### config.mk
export PLATFORM = sky130hd
export DESIGN_NAME = esta_top
export DESIGN_NICKNAME = d
export VERILOG_FILES = /design/src/esta_pkg.sv /design/src/esta_cfg_if.sv /design/src/esta_term_cfg.sv /design/src/esta_trip.sv /design/src/esta_top.sv
export SDC_FILE = /design/constraint.sdc
export NUM_CORES = 1
export LEC_CHECK = 0
export ABC_AREA = 1
export BUFFER_PORTS_ARGS = -buffer_cell sky130_fd_sc_hd__buf_4
export CAP_MARGIN = 20
export CORE_ASPECT_RATIO = 2
export CORE_MARGIN = 2
export CORE_UTILIZATION = 50
export CTS_BUF_LIST = sky130_fd_sc_hd__clkbuf_8
export CTS_CLUSTER_DIAMETER = 30
export DETAILED_ROUTE_END_ITERATION = 10
export PLACE_DENSITY = 0.71
export SYNTH_ARGS = -nofsm -noshare
export SYNTH_HDL_FRONTEND = slang
export SYNTH_HIERARCHICAL = 1
export SYNTH_SLANG_ARGS = --single-unit
### constraint.sdc
create_clock -name clk -period 5.35 [get_ports clk]
set_clock_uncertainty 0.05 [all_clocks]
set_input_delay 0.8025 -clock clk [delete_from_list [all_inputs] [get_ports clk]]
set_output_delay 0.8025 -clock clk [all_outputs]
set_load 0.005 [all_outputs]
### src/esta_pkg.sv
`default_nettype none
// ****************************************************************
// Shared constants of the emergency-stop terminal assignment block
// ****************************************************************
package esta_pkg;

	// Geometry
	localparam int NUM_TERM = 8;
	localparam int IDX_W    = 4;
	localparam int T1_IDX   = 0;                // Terminal 1
	localparam int T3_IDX   = 2;                // Terminal 3

	// Function codes
	localparam logic [7:0] FUNC_JOG   = 8'h06;  // 06
	localparam logic [7:0] FUNC_RESET = 8'h12;  // 18
	localparam logic [7:0] FUNC_EMR   = 8'h40;  // 64
	localparam logic [7:0] FUNC_NONE  = 8'hFF;  // No function assigned

	// Polarity selections
	localparam logic [1:0] POL_NO = 2'h0;       // 00, normally open
	localparam logic [1:0] POL_NC = 2'h1;       // 01, normally closed

	// Trip codes
	localparam logic [7:0] TRIP_NONE  = 8'h00;
	localparam logic [7:0] TRIP_ESTOP = 8'h25;  // 37

	// Register byte offsets
	localparam logic [7:0] OFS_STATUS = 8'h00;
	localparam logic [7:0] OFS_CTRL   = 8'h04;
	localparam logic [7:0] OFS_FLAGS  = 8'h08;
	localparam logic [7:0] OFS_INPUTS = 8'h0C;
	localparam logic [1:0] PAGE_FUNC  = 2'h1;   // 0x40 + 4*terminal
	localparam logic [1:0] PAGE_POL   = 2'h2;   // 0x80 + 4*terminal

	// Field positions
	localparam int CTRL_COPY  = 0;
	localparam int CTRL_PCLR  = 1;
	localparam int FLAG_COPY  = 0;
	localparam int FLAG_REFUS = 1;

	// Reset values
	localparam logic [7:0] CTRL_RST = 8'h00;

	// Trip state machine
	typedef enum logic [1:0] {
		ESTA_RUN  = 2'b01,
		ESTA_TRIP = 2'b10
	} esta_trip_state_type;

	// Reset function code of a terminal
	function automatic logic [7:0] func_rst(input int i);
		func_rst = (i == T1_IDX) ? FUNC_RESET :
			(i == T3_IDX) ? FUNC_JOG : FUNC_NONE;
	endfunction

endpackage
`default_nettype wire

### src/esta_cfg_if.sv
`timescale 1ns/1ps
`default_nettype none
// ****************************************************************
// Carrier between register front end and terminal table
// ****************************************************************
interface esta_cfg_if #(parameter int N = 8, parameter int IW = 4);
	logic                wr_en;    // One-cycle write strobe
	logic                sel_pol;  // Write targets polarity, else function
	logic [IW-1:0]       idx;
	logic [7:0]          data;
	logic                sw_on;
	logic                sw_rise;
	logic                sw_fall;
	wire  [N-1:0][7:0]   func;     // One driver per entry
	wire  [N-1:0][1:0]   pol;

	modport ctl (output wr_en, sel_pol, idx, data, sw_on, sw_rise,
		sw_fall, input func, pol);
	modport tbl (input wr_en, sel_pol, idx, data, sw_on, sw_rise,
		sw_fall, output func, pol);
endinterface
`default_nettype wire

### src/esta_term_cfg.sv
`timescale 1ns/1ps
`default_nettype none
// ****************************************************************
// Terminal function and polarity table
// ****************************************************************
module esta_term_cfg #(
	parameter int N = esta_pkg::NUM_TERM
) (
	input  wire logic clk,
	input  wire logic rst_n,
	input  wire logic ce,
	esta_cfg_if.tbl   cfg
);
	import esta_pkg::*;

	genvar i;
	generate
		for (i = 0; i < N; i++) begin : g_term
			logic [7:0] func_r;
			logic [7:0] func_nxt;
			logic [1:0] pol_r;
			logic [1:0] pol_nxt;
			logic       locked;
			logic       hit;

			assign locked = cfg.sw_on && (i == T1_IDX || i == T3_IDX);
			assign hit    = cfg.wr_en && !locked &&
				(cfg.idx == IDX_W'(i));

			// Next assignment, switch edges first
			always_comb begin
				func_nxt = func_r;
				pol_nxt  = pol_r;
				if (cfg.sw_rise) begin
					if (i == T1_IDX) begin
						func_nxt = FUNC_RESET;
						pol_nxt  = POL_NO;
					end else if (i == T3_IDX) begin
						func_nxt = FUNC_EMR;
						pol_nxt  = POL_NC;
					end else if (func_r == FUNC_RESET) begin
						func_nxt = FUNC_NONE;
					end
				end else if (cfg.sw_fall && i == T3_IDX) begin
					func_nxt = FUNC_NONE;
				end else if (hit && !cfg.sel_pol) begin
					if (!(i == T3_IDX && cfg.data == FUNC_EMR))
						func_nxt = cfg.data;
				end else if (hit && cfg.sel_pol) begin
					pol_nxt = cfg.data[1:0];
				end
				// Forced polarities
				if (func_nxt == FUNC_RESET)
					pol_nxt = POL_NO;
				if (i == T3_IDX && func_nxt == FUNC_EMR)
					pol_nxt = POL_NC;
			end

			// Table entry
			always_ff @(posedge clk or negedge rst_n) begin
				if (!rst_n) begin
					func_r <= func_rst(i);
					pol_r  <= POL_NO;
				end else if (ce) begin
					func_r <= func_nxt;
					pol_r  <= pol_nxt;
				end
			end

			assign cfg.func[i] = func_r;
			assign cfg.pol[i]  = pol_r;
		end
	endgenerate

endmodule // esta_term_cfg
`default_nettype wire

### src/esta_trip.sv
`timescale 1ns/1ps
`default_nettype none
// ****************************************************************
// Emergency-stop trip latch and switching gate
// ****************************************************************
module esta_trip (
	input  wire logic       clk,
	input  wire logic       rst_n,
	input  wire logic       ce,
	input  wire logic       stop_req,
	input  wire logic       clear_req,
	output var  logic       tripped_r,
	output var  logic       switch_en_r,
	output var  logic [7:0] trip_code_r
);
	import esta_pkg::*;

	esta_trip_state_type state_r;
	esta_trip_state_type state_nxt;

	// Stop wins over a clear in the same cycle
	always_comb begin
		case (state_r)
			ESTA_RUN:  state_nxt = stop_req ? ESTA_TRIP : ESTA_RUN;
			ESTA_TRIP: state_nxt = (clear_req && !stop_req) ?
				ESTA_RUN : ESTA_TRIP;
			default:   state_nxt = ESTA_TRIP;
		endcase
	end

	// State and outputs, no processor in the path
	always_ff @(posedge clk or negedge rst_n) begin
		if (!rst_n) begin
			state_r     <= ESTA_RUN;
			tripped_r   <= 1'b0;
			switch_en_r <= 1'b1;
			trip_code_r <= TRIP_NONE;
		end else if (ce) begin
			state_r     <= state_nxt;
			tripped_r   <= (state_nxt == ESTA_TRIP);
			switch_en_r <= (state_nxt == ESTA_RUN);
			trip_code_r <= (state_nxt == ESTA_TRIP) ?
				TRIP_ESTOP : TRIP_NONE;
		end
	end

endmodule // esta_trip
`default_nettype wire

### src/esta_top.sv
`timescale 1ns/1ps
`default_nettype none
// ****************************************************************
// Emergency-stop terminal assignment, APB register front end
// ****************************************************************

// Behaviour
// Switch on reserves terminals 1, 3 exclusively
// Terminal 1 fixed reset 18, polarity 00
// Terminal 3 fixed stop 64/01, hardware cut
// Active stop trips, code 37, switching halted
// Open or miswired terminal 3 trips
// Only terminal 1 reset clears; panel refused
// Switch off: free assignment, 18/06 defaults
// Switch on clears duplicate reset elsewhere
// Switch off keeps rewritten assignments, except the terminal 3 function, which is cleared to FF
// Reset function forces polarity 00
// Stop function on terminal 3 forces 01
// Operator cannot assign 64 to terminal 3
// Copy skips terminals 1, 3, flags error
// Trip latches until synchronised terminal 1 reset
module esta_top #(
	parameter int N = esta_pkg::NUM_TERM
) (
	input  wire logic         clk,
	input  wire logic         rst_n,
	input  wire logic         ce,
	// APB slave
	input  wire logic         psel,
	input  wire logic         penable,
	input  wire logic         pwrite,
	input  wire logic [7:0]   paddr,
	input  wire logic [31:0]  pwdata,
	output var  logic [31:0]  prdata,
	output var  logic         pready,
	output var  logic         pslverr,
	// Drive side
	input  wire logic         estop_enable_switch,
	input  wire logic [N-1:0] terminal_in,
	output var  logic [N-1:0] terminal_active,
	output var  logic         switching_enable,
	output var  logic         emergency_trip,
	output var  logic [7:0]   emergency_trip_code,
	output var  logic         copy_error
);
	import esta_pkg::*;

	// ************************************************************
	// Signals
	// ************************************************************
	esta_cfg_if #(.N(N), .IW(IDX_W)) cfg ();

	logic         pready_r;
	logic         pslverr_r;
	logic [31:0]  prdata_r;
	logic [31:0]  prdata_nxt;
	logic [7:0]   ctrl_r;
	logic         copy_flag_r;
	logic         refus_flag_r;
	logic         sw_q_r;
	logic [N-1:0] act_r;
	logic         stop_now;
	logic         clear_now;
	logic         tripped;
	logic         switch_en;
	logic [7:0]   trip_code;

	// ************************************************************
	// APB decode
	// ************************************************************
	wire          setup      = psel && !penable && !pready_r;
	wire          acc        = psel && penable && pready_r;
	wire          wr         = acc && pwrite;
	wire [IDX_W-1:0] idx     = paddr[IDX_W+1:2];
	wire          idx_ok     = ({4'h0, idx} < 8'(N)) && (paddr[1:0] == 2'h0);
	wire          page_func  = (paddr[7:6] == PAGE_FUNC) && idx_ok;
	wire          page_pol   = (paddr[7:6] == PAGE_POL) && idx_ok;
	wire          sel_status = (paddr == OFS_STATUS);
	wire          sel_ctrl   = (paddr == OFS_CTRL);
	wire          sel_flags  = (paddr == OFS_FLAGS);
	wire          sel_inputs = (paddr == OFS_INPUTS);
	wire          mapped     = sel_status || sel_ctrl || sel_flags ||
		sel_inputs || page_func || page_pol;

	// Table write classification
	wire          tbl_wr     = wr && (page_func || page_pol);
	wire          copy_mode  = ctrl_r[CTRL_COPY];
	wire          locked_idx = sw_q_r &&
		(idx == IDX_W'(T1_IDX) || idx == IDX_W'(T3_IDX));
	wire          emr_try    = page_func && (idx == IDX_W'(T3_IDX)) &&
		(pwdata[7:0] == FUNC_EMR);
	wire          skip_copy  = tbl_wr && copy_mode && locked_idx;
	wire          refuse_op  = tbl_wr && !copy_mode &&
		(locked_idx || emr_try);
	wire          panel_clr  = wr && sel_ctrl && pwdata[CTRL_PCLR];
	wire          panel_ref  = panel_clr && tripped;

	// ************************************************************
	// Switch edges and input polarity
	// ************************************************************
	wire          sw_rise    = estop_enable_switch && !sw_q_r;
	wire          sw_fall    = !estop_enable_switch && sw_q_r;

	// Per-terminal active level from the polarity selection
	wire  [N-1:0] act_nxt;
	genvar gi;
	generate
		for (gi = 0; gi < N; gi++) begin : g_act
			assign act_nxt[gi] = terminal_in[gi] ^ cfg.pol[gi][0];
		end
	endgenerate

	// Terminal 3 is read as normally closed directly, so a floating
	// or low input trips even before the table has settled
	assign stop_now  = estop_enable_switch && !terminal_in[T3_IDX];
	// Reset only from terminal 1, on the registered rising edge
	assign clear_now = act_nxt[T1_IDX] && !act_r[T1_IDX] &&
		(cfg.func[T1_IDX] == FUNC_RESET);

	// ************************************************************
	// Table port drive
	// ************************************************************
	assign cfg.wr_en   = tbl_wr && !refuse_op && !skip_copy;
	assign cfg.sel_pol = page_pol;
	assign cfg.idx     = idx;
	assign cfg.data    = pwdata[7:0];
	assign cfg.sw_on   = sw_q_r;
	assign cfg.sw_rise = sw_rise;
	assign cfg.sw_fall = sw_fall;

	// ************************************************************
	// Read data
	// ************************************************************
	always_comb begin
		prdata_nxt = 32'h0000_0000;
		if (sel_status) begin
			prdata_nxt[0]    = sw_q_r;
			prdata_nxt[1]    = tripped;
			prdata_nxt[2]    = switch_en;
			prdata_nxt[15:8] = trip_code;
		end else if (sel_ctrl) begin
			prdata_nxt[7:0] = ctrl_r;
		end else if (sel_flags) begin
			prdata_nxt[FLAG_COPY]  = copy_flag_r;
			prdata_nxt[FLAG_REFUS] = refus_flag_r;
		end else if (sel_inputs) begin
			prdata_nxt[N-1:0] = act_r;
		end else if (page_func) begin
			prdata_nxt[7:0] = cfg.func[idx];
		end else if (page_pol) begin
			prdata_nxt[1:0] = cfg.pol[idx];
		end
	end

	// ************************************************************
	// Submodules
	// ************************************************************
	esta_term_cfg #(.N(N)) u_cfg (
		.clk   (clk),
		.rst_n (rst_n),
		.ce    (ce),
		.cfg   (cfg.tbl)
	);

	esta_trip u_trip (
		.clk         (clk),
		.rst_n       (rst_n),
		.ce          (ce),
		.stop_req    (stop_now),
		.clear_req   (clear_now),
		.tripped_r   (tripped),
		.switch_en_r (switch_en),
		.trip_code_r (trip_code)
	);

	// ************************************************************
	// APB answer, one wait-free access after setup
	// ************************************************************
	always_ff @(posedge clk or negedge rst_n) begin
		if (!rst_n) begin
			pready_r  <= 1'b0;
			pslverr_r <= 1'b0;
			prdata_r  <= 32'h0000_0000;
		end else if (ce) begin
			pready_r  <= setup;
			pslverr_r <= setup && !mapped;
			if (setup)
				prdata_r <= prdata_nxt;
		end
	end

	// ************************************************************
	// Control register and sticky flags
	// ************************************************************
	always_ff @(posedge clk or negedge rst_n) begin
		if (!rst_n) begin
			ctrl_r <= CTRL_RST;
		end else if (ce && wr && sel_ctrl) begin
			ctrl_r <= {7'h00, pwdata[CTRL_COPY]};
		end
	end

	// Hardware set wins over a software write-one clear
	always_ff @(posedge clk or negedge rst_n) begin
		if (!rst_n) begin
			copy_flag_r  <= 1'b0;
			refus_flag_r <= 1'b0;
		end else if (ce) begin
			copy_flag_r  <= skip_copy || (copy_flag_r &&
				!(wr && sel_flags && pwdata[FLAG_COPY]));
			refus_flag_r <= refuse_op || panel_ref || (refus_flag_r &&
				!(wr && sel_flags && pwdata[FLAG_REFUS]));
		end
	end

	// ************************************************************
	// Switch sample and input sample
	// ************************************************************
	always_ff @(posedge clk or negedge rst_n) begin
		if (!rst_n) begin
			sw_q_r <= 1'b0;
			act_r  <= '0;
		end else if (ce) begin
			sw_q_r <= estop_enable_switch;
			act_r  <= act_nxt;
		end
	end

	// ************************************************************
	// Outputs
	// ************************************************************
	assign prdata              = prdata_r;
	assign pready              = pready_r;
	assign pslverr             = pslverr_r;
	assign terminal_active     = act_r;
	assign switching_enable    = switch_en;
	assign emergency_trip      = tripped;
	assign emergency_trip_code = trip_code;
	assign copy_error          = copy_flag_r;

endmodule // esta_top
`default_nettype wire

## Word-level counts from Yosys, hierarchy flattened

Index checks and enable logic that the tools add are counted.

| word-level totals | value |
|---|---|
| memories | 0 |
| memory bits (read-only) | 0 |
| input port bits | 55 |
| register bits after elaboration | 122 |
| logic and storage cells | 267 |
| latch bits | 0 |
| memory bits (writable) | 0 |

| operators by class | value |
|---|---|
| multiply operators | 0 |
| equality and inequality tests | 48 |
| reduce and logical (&&, ||, !) cells | 105 |
| $add $sub $neg | 0 |
| shift-type cells | 0 |
| muxes and demuxes | 76 |
| bitwise gates (word level) | 8 |
| order comparisons | 2 |
| divide/modulo/power cells | 0 |

Operators by type and width:

| cell | number |
|---|---|
| $mux W8 | 28 |
| $eq A8 B5 Y1 const B | 15 |
| $mux W2 | 40 |
| $logic_and A1 B1 Y1 | 60 |
| $reduce_and A4 Y1 | 7 |
| $bmux W8 S3 | 1 |
| $mux W6 | 3 |
| $eq A4 B3 Y1 const B | 4 |
| $eq A8 B4 Y1 const B | 2 |
| $eq A8 B7 Y1 const B | 2 |
| $logic_not A1 Y1 | 14 |
| $ne A2 B1 Y1 const B | 6 |
| $ne A2 B2 Y1 const B | 6 |
| $reduce_bool A2 Y1 | 6 |
| $logic_or A1 B1 Y1 | 11 |
| $eq A4 B2 Y1 const B | 2 |
| $eq A8 B3 Y1 const B | 1 |
| $logic_not A8 Y1 | 1 |
| $lt A4 B4 Y1 const B | 2 |
| $xor A1 B1 Y1 | 8 |
| $bmux W2 S3 | 1 |
| $eq A2 B1 Y1 const B | 3 |
| $eq A2 B2 Y1 const B | 3 |
| $mux W5 | 1 |
| 12 further kinds | 12 |

## Logic depth before layout (Yosys ltp)

Gate-level depths: netlist (run 1).

| depth | value |
|---|---|
| depth in word-level cells | 19 |
| mapped depth | 22 |

## By module

Netlist (run 1), hierarchy kept.

By module, submodules not included:

| module | cells an instance | times used | area each (µm²) |
|---|---|---|---|
| esta_term_cfg | 730 | 1 | 4,946.0 |
| esta_top | 364 | 1 | 2,487.4 |
| esta_trip | 39 | 1 | 292.8 |

## Worst setup path before layout (run 1)

OpenSTA, ideal clock, no wires.

| timing path | value |
|---|---|
| kind | input to register |
| from | input port paddr[1] |
| to | register u_cfg.g_term[0].pol_r[0] |
| setup time | 0.117 ns |
| arrival time | 3.190 ns |
| stages on the path | 20 |
| buffers on the path | 1 |
| path slack | 1.992 ns |
| required time | 5.183 ns |
| cell sequence | nor2_2 -> nand2_1 -> nor3_2 -> nor2_2 -> nor2_1 -> and3_1 -> inv_2 -> nor2_8 -> nand3_2 -> nor2_4 -> buf_6 -> nand2_1 -> o211ai_2 -> nand2_1 -> nor2_1 -> nand4_1 -> nand2_1 -> nand2_1 -> nand2_1 -> nand2_1 |

| on the way | value |
|---|---|
| word-level cells in the longest chain between the ends | 18 |
| elaborated cells on any way between the ends | 29 |

RTL lines:

| element | RTL line | source |
|---|---|---|
| from (decl) | esta_top.sv:32 | `input wire logic [7:0] paddr,` |
| $logic_not A2 Y1 * | esta_top.sv:75 | `wire idx_ok = ({4'h0, idx} < 8'(N)) && (paddr[1:0] == 2'h0);` |
| $logic_and A1 B1 Y1 * | esta_top.sv:75 |  |
| $logic_and A1 B1 Y1 * | esta_top.sv:77 | `wire page_pol = (paddr[7:6] == PAGE_POL) && idx_ok;` |
| named net cfg.sel_pol | esta_cfg_if.sv:8 | `logic sel_pol;` |
| $logic_or A1 B1 Y1 * | esta_top.sv:86 | `wire tbl_wr = wr && (page_func \|\| page_pol);` |
| $logic_and A1 B1 Y1 * | esta_top.sv:86 |  |
| $logic_and A1 B1 Y1 (2 in series) | esta_top.sv:93 | `wire refuse_op = tbl_wr && !copy_mode &&` |
| $logic_not A1 Y1 | esta_top.sv:123 | `assign cfg.wr_en = tbl_wr && !refuse_op && !skip_copy;` |
| [... 2 more ...] | n/a |  |
| named net cfg.wr_en | esta_cfg_if.sv:7 | `logic wr_en;` |
| $logic_and A1 B1 Y1 * (2 in series) | esta_term_cfg.sv:27 | `assign hit = cfg.wr_en && !locked &&` |
| $logic_and A1 B1 Y1 | esta_term_cfg.sv:46 | `end else if (hit && !cfg.sel_pol) begin` |
| $mux W8 | esta_term_cfg.sv:46 |  |
| $mux W8 | esta_term_cfg.sv:34 | `if (cfg.sw_rise) begin` |
| $eq A8 B5 Y1 | esta_term_cfg.sv:53 | `if (func_nxt == FUNC_RESET)` |
| $ne A3 B3 Y1 (no source line) or $reduce_bool A3 Y1 (tied branches) | n/a |  |
| $reduce_and A3 Y1 (no source line) | n/a |  |
| to (signal assigned) | esta_term_cfg.sv:66 | `pol_r <= pol_nxt;` |
| to (decl) | esta_term_cfg.sv:21 | `logic [1:0] pol_r;` |

Mark *: on every way through the listed nets, which the timed path passes. The rest lies on a longest branch.
A chain may end at the register's enable or synchronous reset.

## Worst setup path after layout (run 1)

| timing path | value |
|---|---|
| from | input port paddr[1] |
| to | register u_cfg.g_term[5].pol_r[1] |

| on the way | value |
|---|---|
| word-level cells in the longest chain between the ends | 17 |
| elaborated cells on any way between the ends | 29 |

RTL lines:

| element | RTL line |
|---|---|
| $logic_not A2 Y1 * | esta_top.sv:75 |
| $logic_and A1 B1 Y1 * | esta_top.sv:75 |
| $logic_and A1 B1 Y1, on equally long branches | esta_top.sv:76, esta_top.sv:77 |
| $logic_or A1 B1 Y1 or $logic_and A1 B1 Y1 (tied branches) | esta_top.sv:86, esta_top.sv:90 |
| $logic_and A1 B1 Y1, on equally long branches | esta_top.sv:86, esta_top.sv:90 |
| $logic_and A1 B1 Y1 or $logic_or A1 B1 Y1 (tied branches) | esta_top.sv:93, esta_top.sv:94 |
| $logic_and A1 B1 Y1 | esta_top.sv:93 |
| $logic_not A1 Y1 | esta_top.sv:123 |
| [... 2 more ...] | n/a |
| named net cfg.wr_en | esta_cfg_if.sv:7 |
| $logic_and A1 B1 Y1 * | esta_term_cfg.sv:27 |
| $logic_and A1 B1 Y1 | esta_term_cfg.sv:46 |
| $mux W8 | esta_term_cfg.sv:46 |
| $mux W8 | esta_term_cfg.sv:34 |
| $eq A8 B5 Y1 | esta_term_cfg.sv:53 |
| $ne A2 B2 Y1 (no source line), or another cell as far along | n/a |
| $reduce_and A4 Y1 (no source line) | n/a |
| to (signal assigned) | esta_term_cfg.sv:66 |
| to (decl) | esta_term_cfg.sv:21 |

Marks and branches as above.

==> results.py, run 1 <==
metrics = {
    "run_status": {
        "status": "completed",
    },
    "logic_synthesis": {
        "synth_top_family_by_area": "simple AND/OR/NAND/NOR gates",
        "yosys.area_share.adder": 0.00324,
        "synthesis.area_um2": 7730,
        "ys_types": 44,
        "netlist_instances": 1133,
        "ys_seq_area_frac": 0.378,
        "muxShareOfSynthArea": 0,
        "synth-seq-cells": 114,
        "synth_area_leaders": "nand2_1, dfrtp_1, dfstp_2, o21ai_0, nor2_1",
        "synth_compound_area_frac": 0.131,
        "ys_warn_count": 6,
        "synth_top_cell_by_area": "nand2_1",
        "synth_area_per_cell_um2": 6.82,
        "yosys.area_share.xor_xnor": 0.00907,
        "synth_simple_gate_area_frac": 0.373,
        "synth.top_cell.area_share": 0.206,
    },
    "timing": {
        "setup_tns_ps": 0,
        "fin_ws_ps": 1570,
        "worstMarginPinSlew_ps": 836,
        "finalMaxSlewViolations": 0,
        "rsz0062_at_grt": "no",
        "final.min_clock_period_ps": 3780,
        "finalHoldViolCount": 0,
        "max_slew_margin": 0.442,
        "setup_viol": 0,
        "min_period_over_period": 0.706,
        "max_freq_mhz": 265,
    },
    "die": {
        "die_w_um": 91.9,
        "coreArea_um2": 15200,
        "fp.dieH_um": 180,
        "rows": 64,
        "die_area_um2": 16500,
        "io_pins": 108,
        "start_util": 0.508,
    },
    "power_and_ir_drop": {
        "vdd_drop_max_uv": 149,
        "p_leak_nw": 4.15,
        "pwr-share-comb": 0.196,
        "p_int_w": 0.00177,
        "switching_share": 0.319,
        "powerDensity_nw_per_um2": 302,
        "p_switching_w": 0.000827,
        "pwr-share-clk": 0.365,
        "power_frac_seq": 0.438,
    },
    "layout": {
        "area_delta_synth_final_pct": 11.2,
        "nets": 1231,
        "final_cell_mix": "nand2_1, o21ai_0, nor2_1",
        "drive_gt1_frac": 0.168,
        "layout_commonest_cell": "nand2_1",
        "n_antenna_cell": 0,
        "final_core_util": 0.564,
    },
    "cts": {
        "clk_latency_ps": 460,
        "numCtsBuffers": 17,
        "clock-root-buffer": "clkbuf_8",
        "hold_buffers": 0,
        "cts-resized-gates": 0,
        "cts_tree": "built",
        "clkTransAtPathRegs_ps": 70,
        "cts.sink_count": 114,
        "post_cts_buffers": 0,
        "cts.path.max_buffers": 2,
        "htree_levels": 4,
    },
    "global_route": {
        "grt_util_all_layers": 0.311,
        "grt_max_degree": 85,
        "antenna_found_initial": 0,
        "gr-total-overflow": 0,
        "grt_pass1_vias": 7468,
        "grt_first_pass_wirelength_um": 39500,
    },
    "placement": {
        "place_hpwl_um": 18400,
        "portBuffers": 62,
        "gp_congestion": 0.985,
        "pre_cts_slack_ps": 1280,
    },
    "worst_setup_path": {
        "r2r_setup_slack_ps": 2090,
        "crit_type": "in2reg",
        "critPathLaunch": "paddr[1]",
        "timing.rr.end": "u_cfg/g_term[7].pol_r[0]",
        "critPathLaunchType": "input port",
        "r2r_cells": 12,
        "reg2reg_from": "cfg.sw_on",
        "critPathRequiredTime_ps": 5650,
        "endpoint_kind": "flip-flop",
        "worstPathArrival_ps": 4070,
        "path_max_fanout": 12,
    },
    "route": {
        "drtIter0Drc": 577,
        "drc": 0,
        "viasPerCell": 5.65,
        "wl_um": 25000,
        "antenna_left": 0,
        "route.vias.total": 7830,
        "routedWlPerCell_um": 18.1,
        "drt-pass1-iter-count": 5,
    },
    "job": {
        "drv_cap": 0,
    },
    "hold_path": {
        "min_path_type": "in2async",
    },
}
## Yosys cell counts, drive strengths merged
library cell    n
a21oi          23
a22oi          10
a31oi           6
a32o            1
a41oi           3
and3            2
buf            48
clkbuf         20
clkinv          1
conb            2
dfrtp          60
dfstp          54
ha              2
inv            96
nand2         431
nand3          68
nand3b          1
nand4          34
nor2          111
nor3            8
nor4           12
o211ai         21
o21ai         111
xnor2           7
xor2            1
## layout make-up
cell class / count / area, µm²
clock buffers: 19 / 262
clock inverters: 13 / 190
fillers: 1522 / 6630
inverters: 97 / 364
multi-input cells: 873 / 4070
flip-flops and latches: 114 / 2920
well taps: 198 / 248
repair buffers: 71 / 533
## registers in the layout, summed over array words and instances, names as in the netlist
signal               cells
pslverr                  1
cfg.sw_on                1
ctrl_r                   1
u_trip/state_r           2
copy_error               1
refus_flag_r             1
prdata                  16
u_cfg/g_term.func_r     64
u_trip/trip_code_r       1
u_cfg/g_term.pol_r      16
u_trip/switch_en_r       1
pready                   1
terminal_active          8
## worst max-delay path, cell delays in order
cell and delay (ps):
buf_4 110, nor2_2 110, nand2_1 110, nor3_4 480, nor2_2 110, nor2_1 150, and3_1 310, nand3_2 250
nor2_1 330, nand2_1 320, o211ai_1 310, nand3_1 140, nor2_1 130, nand2_1 120, nand2_1 80, nand2_1 60
nand2_1 90, nand2_1 50
## how the worst max path moves through the flow
stage                               end  slack [ps]  cells after the start
2_1_floorplan  u_cfg/g_term[0].pol_r[0]        1990                     20
6_report       u_cfg/g_term[5].pol_r[1]        1570                     18
3_3_place_gp   u_cfg/g_term[5].pol_r[1]        1360                     18
5_1_grt        u_cfg/g_term[5].pol_r[0]        1340                     20
3_5_place_dp   u_cfg/g_term[5].pol_r[1]        1280                     18
4_1_cts        u_cfg/g_term[5].pol_r[1]        1710                     18
## cells by family after synthesis
group | after synthesis
XOR/XNOR | 8
adder cells (fa/ha/maj) | 2
AND/OR/NAND/NOR | 667
flip-flops | 114
other | 2
AO/OA/AOI/OAI | 175
buffers and inverters | 165
## per-stage QoR
step	instance area, µm²	std cells	hold WS [ps]	power, W
floorplan	7800	1152	392	0.00146
global placement	8140	1353	406	0.00164
detailed placement	8140	1353	409	0.00165
CTS	8590	1385	303	0.00260
global route	8590	1385	322	0.00273
finish	8590	1385	289	0.00260
## routing by layer
layer | wire (µm) | GRT usage
met1 | 8780 | 0.333
met2 | 13000 | 0.558
met3 | 1430 | 0.0453
met4 | 1810 | 0.203
met5 | 0 | 0
## power groups by stage
stage | Clock, W | Combinational, W | Sequential (W)
finish | 0.000948 | 0.000509 | 0.00114
global route | 0.000998 | 0.000581 | 0.00115
CTS | 0.000961 | 0.000504 | 0.00114
detailed placement | 0 | 0.000502 | 0.00115
global placement | 0 | 0.000492 | 0.00115
floorplan | 0 | 0.000364 | 0.00110
(Power assumes the default switching activity.)
==> run 2: changes to the inputs <==
Settings changed: PLACE_DENSITY 0.71 to 0.74.
Clock period 5.35 ns to 3.4 ns, I/O delays scaled along.
==> results.py, run 2 (same netlist as run 1, synthesis figures left out) <==
metrics = {
    "worst_setup_path": {
        "critPathLaunchType": "input port",
        "endpoint_kind": "flip-flop",
        "worstPathArrival_ps": 3270,
        "crit_type": "in2reg",
        "path_max_fanout": 12,
        "critPathRequiredTime_ps": 3700,
    },
    "layout": {
        "stdcell_count": 1397,
        "n_antenna_cell": 0,
        "largest_reg_flops": 64,
        "nets": 1243,
        "layout_commonest_cell": "nand2_1",
        "final_cell_mix": "nand2_1, o21ai_0, nor2_1",
        "max_flop_register": "u_cfg/g_term.func_r",
        "drive_gt1_frac": 0.176,
        "area_delta_synth_final_pct": 11.7,
    },
    "job": {
        "drv_cap": 0,
    },
    "timing": {
        "setup_viol": 0,
        "finalHoldViolCount": 0,
        "final.min_clock_period_ps": 2980,
        "finalMaxSlewViolations": 0,
        "max_slew_margin": 0.562,
        "rsz0062_at_grt": "no",
        "min_period_over_period": 0.875,
        "fin_ws_ps": 425,
        "worstMarginPinSlew_ps": 651,
        "setup_tns_ps": 0,
        "max_freq_mhz": 336,
    },
    "power_and_ir_drop": {
        "p_leak_nw": 4.17,
        "powerDensity_nw_per_um2": 452,
        "vdd_drop_max_uv": 248,
    },
    "global_route": {
        "grt_util_all_layers": 0.319,
        "grt_first_pass_wirelength_um": 40400,
        "met3_usage": 0.0658,
        "busiest_layer": "met2",
        "grt_pass1_vias": 7671,
        "grt_max_degree": 52,
        "gr-total-overflow": 0,
        "antenna_found_initial": 0,
        "use_met2": 0.557,
        "use_met1": 0.335,
    },
    "die": {
        "start_util": 0.508,
        "io_pins": 108,
        "rows": 64,
        "fp.dieH_um": 180,
        "die_area_um2": 16500,
        "die_w_um": 91.9,
        "coreArea_um2": 15200,
    },
    "placement": {
        "gp_congestion": 1.01,
        "pre_cts_slack_ps": 70.8,
        "place_hpwl_um": 19000,
        "portBuffers": 62,
        "dp_cells": 1364,
    },
    "route": {
        "routedWlPerCell_um": 18.4,
        "drtIter0Drc": 836,
        "wl_um": 25700,
        "drt-pass1-iter-count": 7,
        "antenna_left": 0,
        "route.vias.total": 7934,
        "viasPerCell": 5.68,
        "drc": 0,
    },
    "cts": {
        "clk_latency_ps": 460,
        "cts.sink_count": 114,
        "cts-resized-gates": 0,
        "cts.path.max_buffers": 2,
        "clock-root-buffer": "clkbuf_8",
        "htree_levels": 4,
        "numCtsBuffers": 17,
        "clkTransAtPathRegs_ps": 70,
        "cts_tree": "built",
    },
    "run_status": {
        "status": "completed",
    },
    "hold_path": {
        "min_path_type": "in2reg",
    },
}
==> run 2: metrics by stage <==
step | util | hold slack (ps) | power, W | cell area (µm²)
finish | 0.567 | 254 | 0.00390 | 8630
global placement | 0.541 | 405 | 0.00259 | 8230
CTS | 0.567 | 239 | 0.00390 | 8630
global route | 0.567 | 237 | 0.00411 | 8630
floorplan | - | 164 | 0.00230 | 7800
detailed placement | 0.541 | 410 | 0.00261 | 8230
==> run 2: timing repair <==
item | 4_1_cts | 5_1_grt
hold buffers | 1 | 0
endpoints found under the setup margin | 0 | 0
endpoints found under the hold margin | 19 | 0
setup buffers | 0 | 0
==> run 2: final timing paths <==
path,endpoint,start,slack [ps],depth (start not counted)
hold / removal,cfg.sw_on,estop_enable_switch,250,3
max in group asynchronous,u_cfg/g_term[6].func_r[4],rst_n,1950,3
setup / recovery,u_cfg/g_term[5].pol_r[0],paddr[1],420,18
hold reg to reg,u_cfg/g_term[0].pol_r[1],u_cfg/g_term[0].pol_r[1],430,2
setup reg to reg,u_cfg/g_term[5].pol_r[0],pready,430,14
min in group asynchronous,u_cfg/g_term[2].func_r[6],rst_n,490,2
==> run 2: final cells by class <==
type | count | area (µm²)
tap | 198 | 248
clock buffer | 20 | 275
inverter | 97 | 364
sequential | 114 | 2920
timing repair buffer | 83 | 638
fill | 1505 | 6580
multi-input combinational | 873 | 4070
clock inverter | 12 | 116
==> run 2: worst max-delay path: stages <==
cell,delay [ps]
buf_4,110
nor2_2,110
nand2_1,120
nor3_4,220
nor2_2,80
nor2_1,120
and3_1,210
nand3_2,200
nor2_1,300
nand2_1,300
o211ai_1,300
nand3_1,140
nor2_1,150
nand2_1,120
nand2_1,90
nand2_1,70
nand2_1,70
nand2_1,50
==> run 2: report_power, final <==
part	leakage [nW]	switching (W)	internal, W
Sequential	1.37	0.000201	0.00159
Combinational	2.60	0.000523	0.000300
Clock	0.200	0.000589	0.000696
Total	4.17	0.00131	0.00259
==> run 2: routing by layer <==
metal | vias up | share of wire
met5 | - | 0
met2 | 418 | 0.51
met1 | 3631 | 0.34
met4 | 0 | 0.078
met3 | 129 | 0.069
li1 | 3756 | -
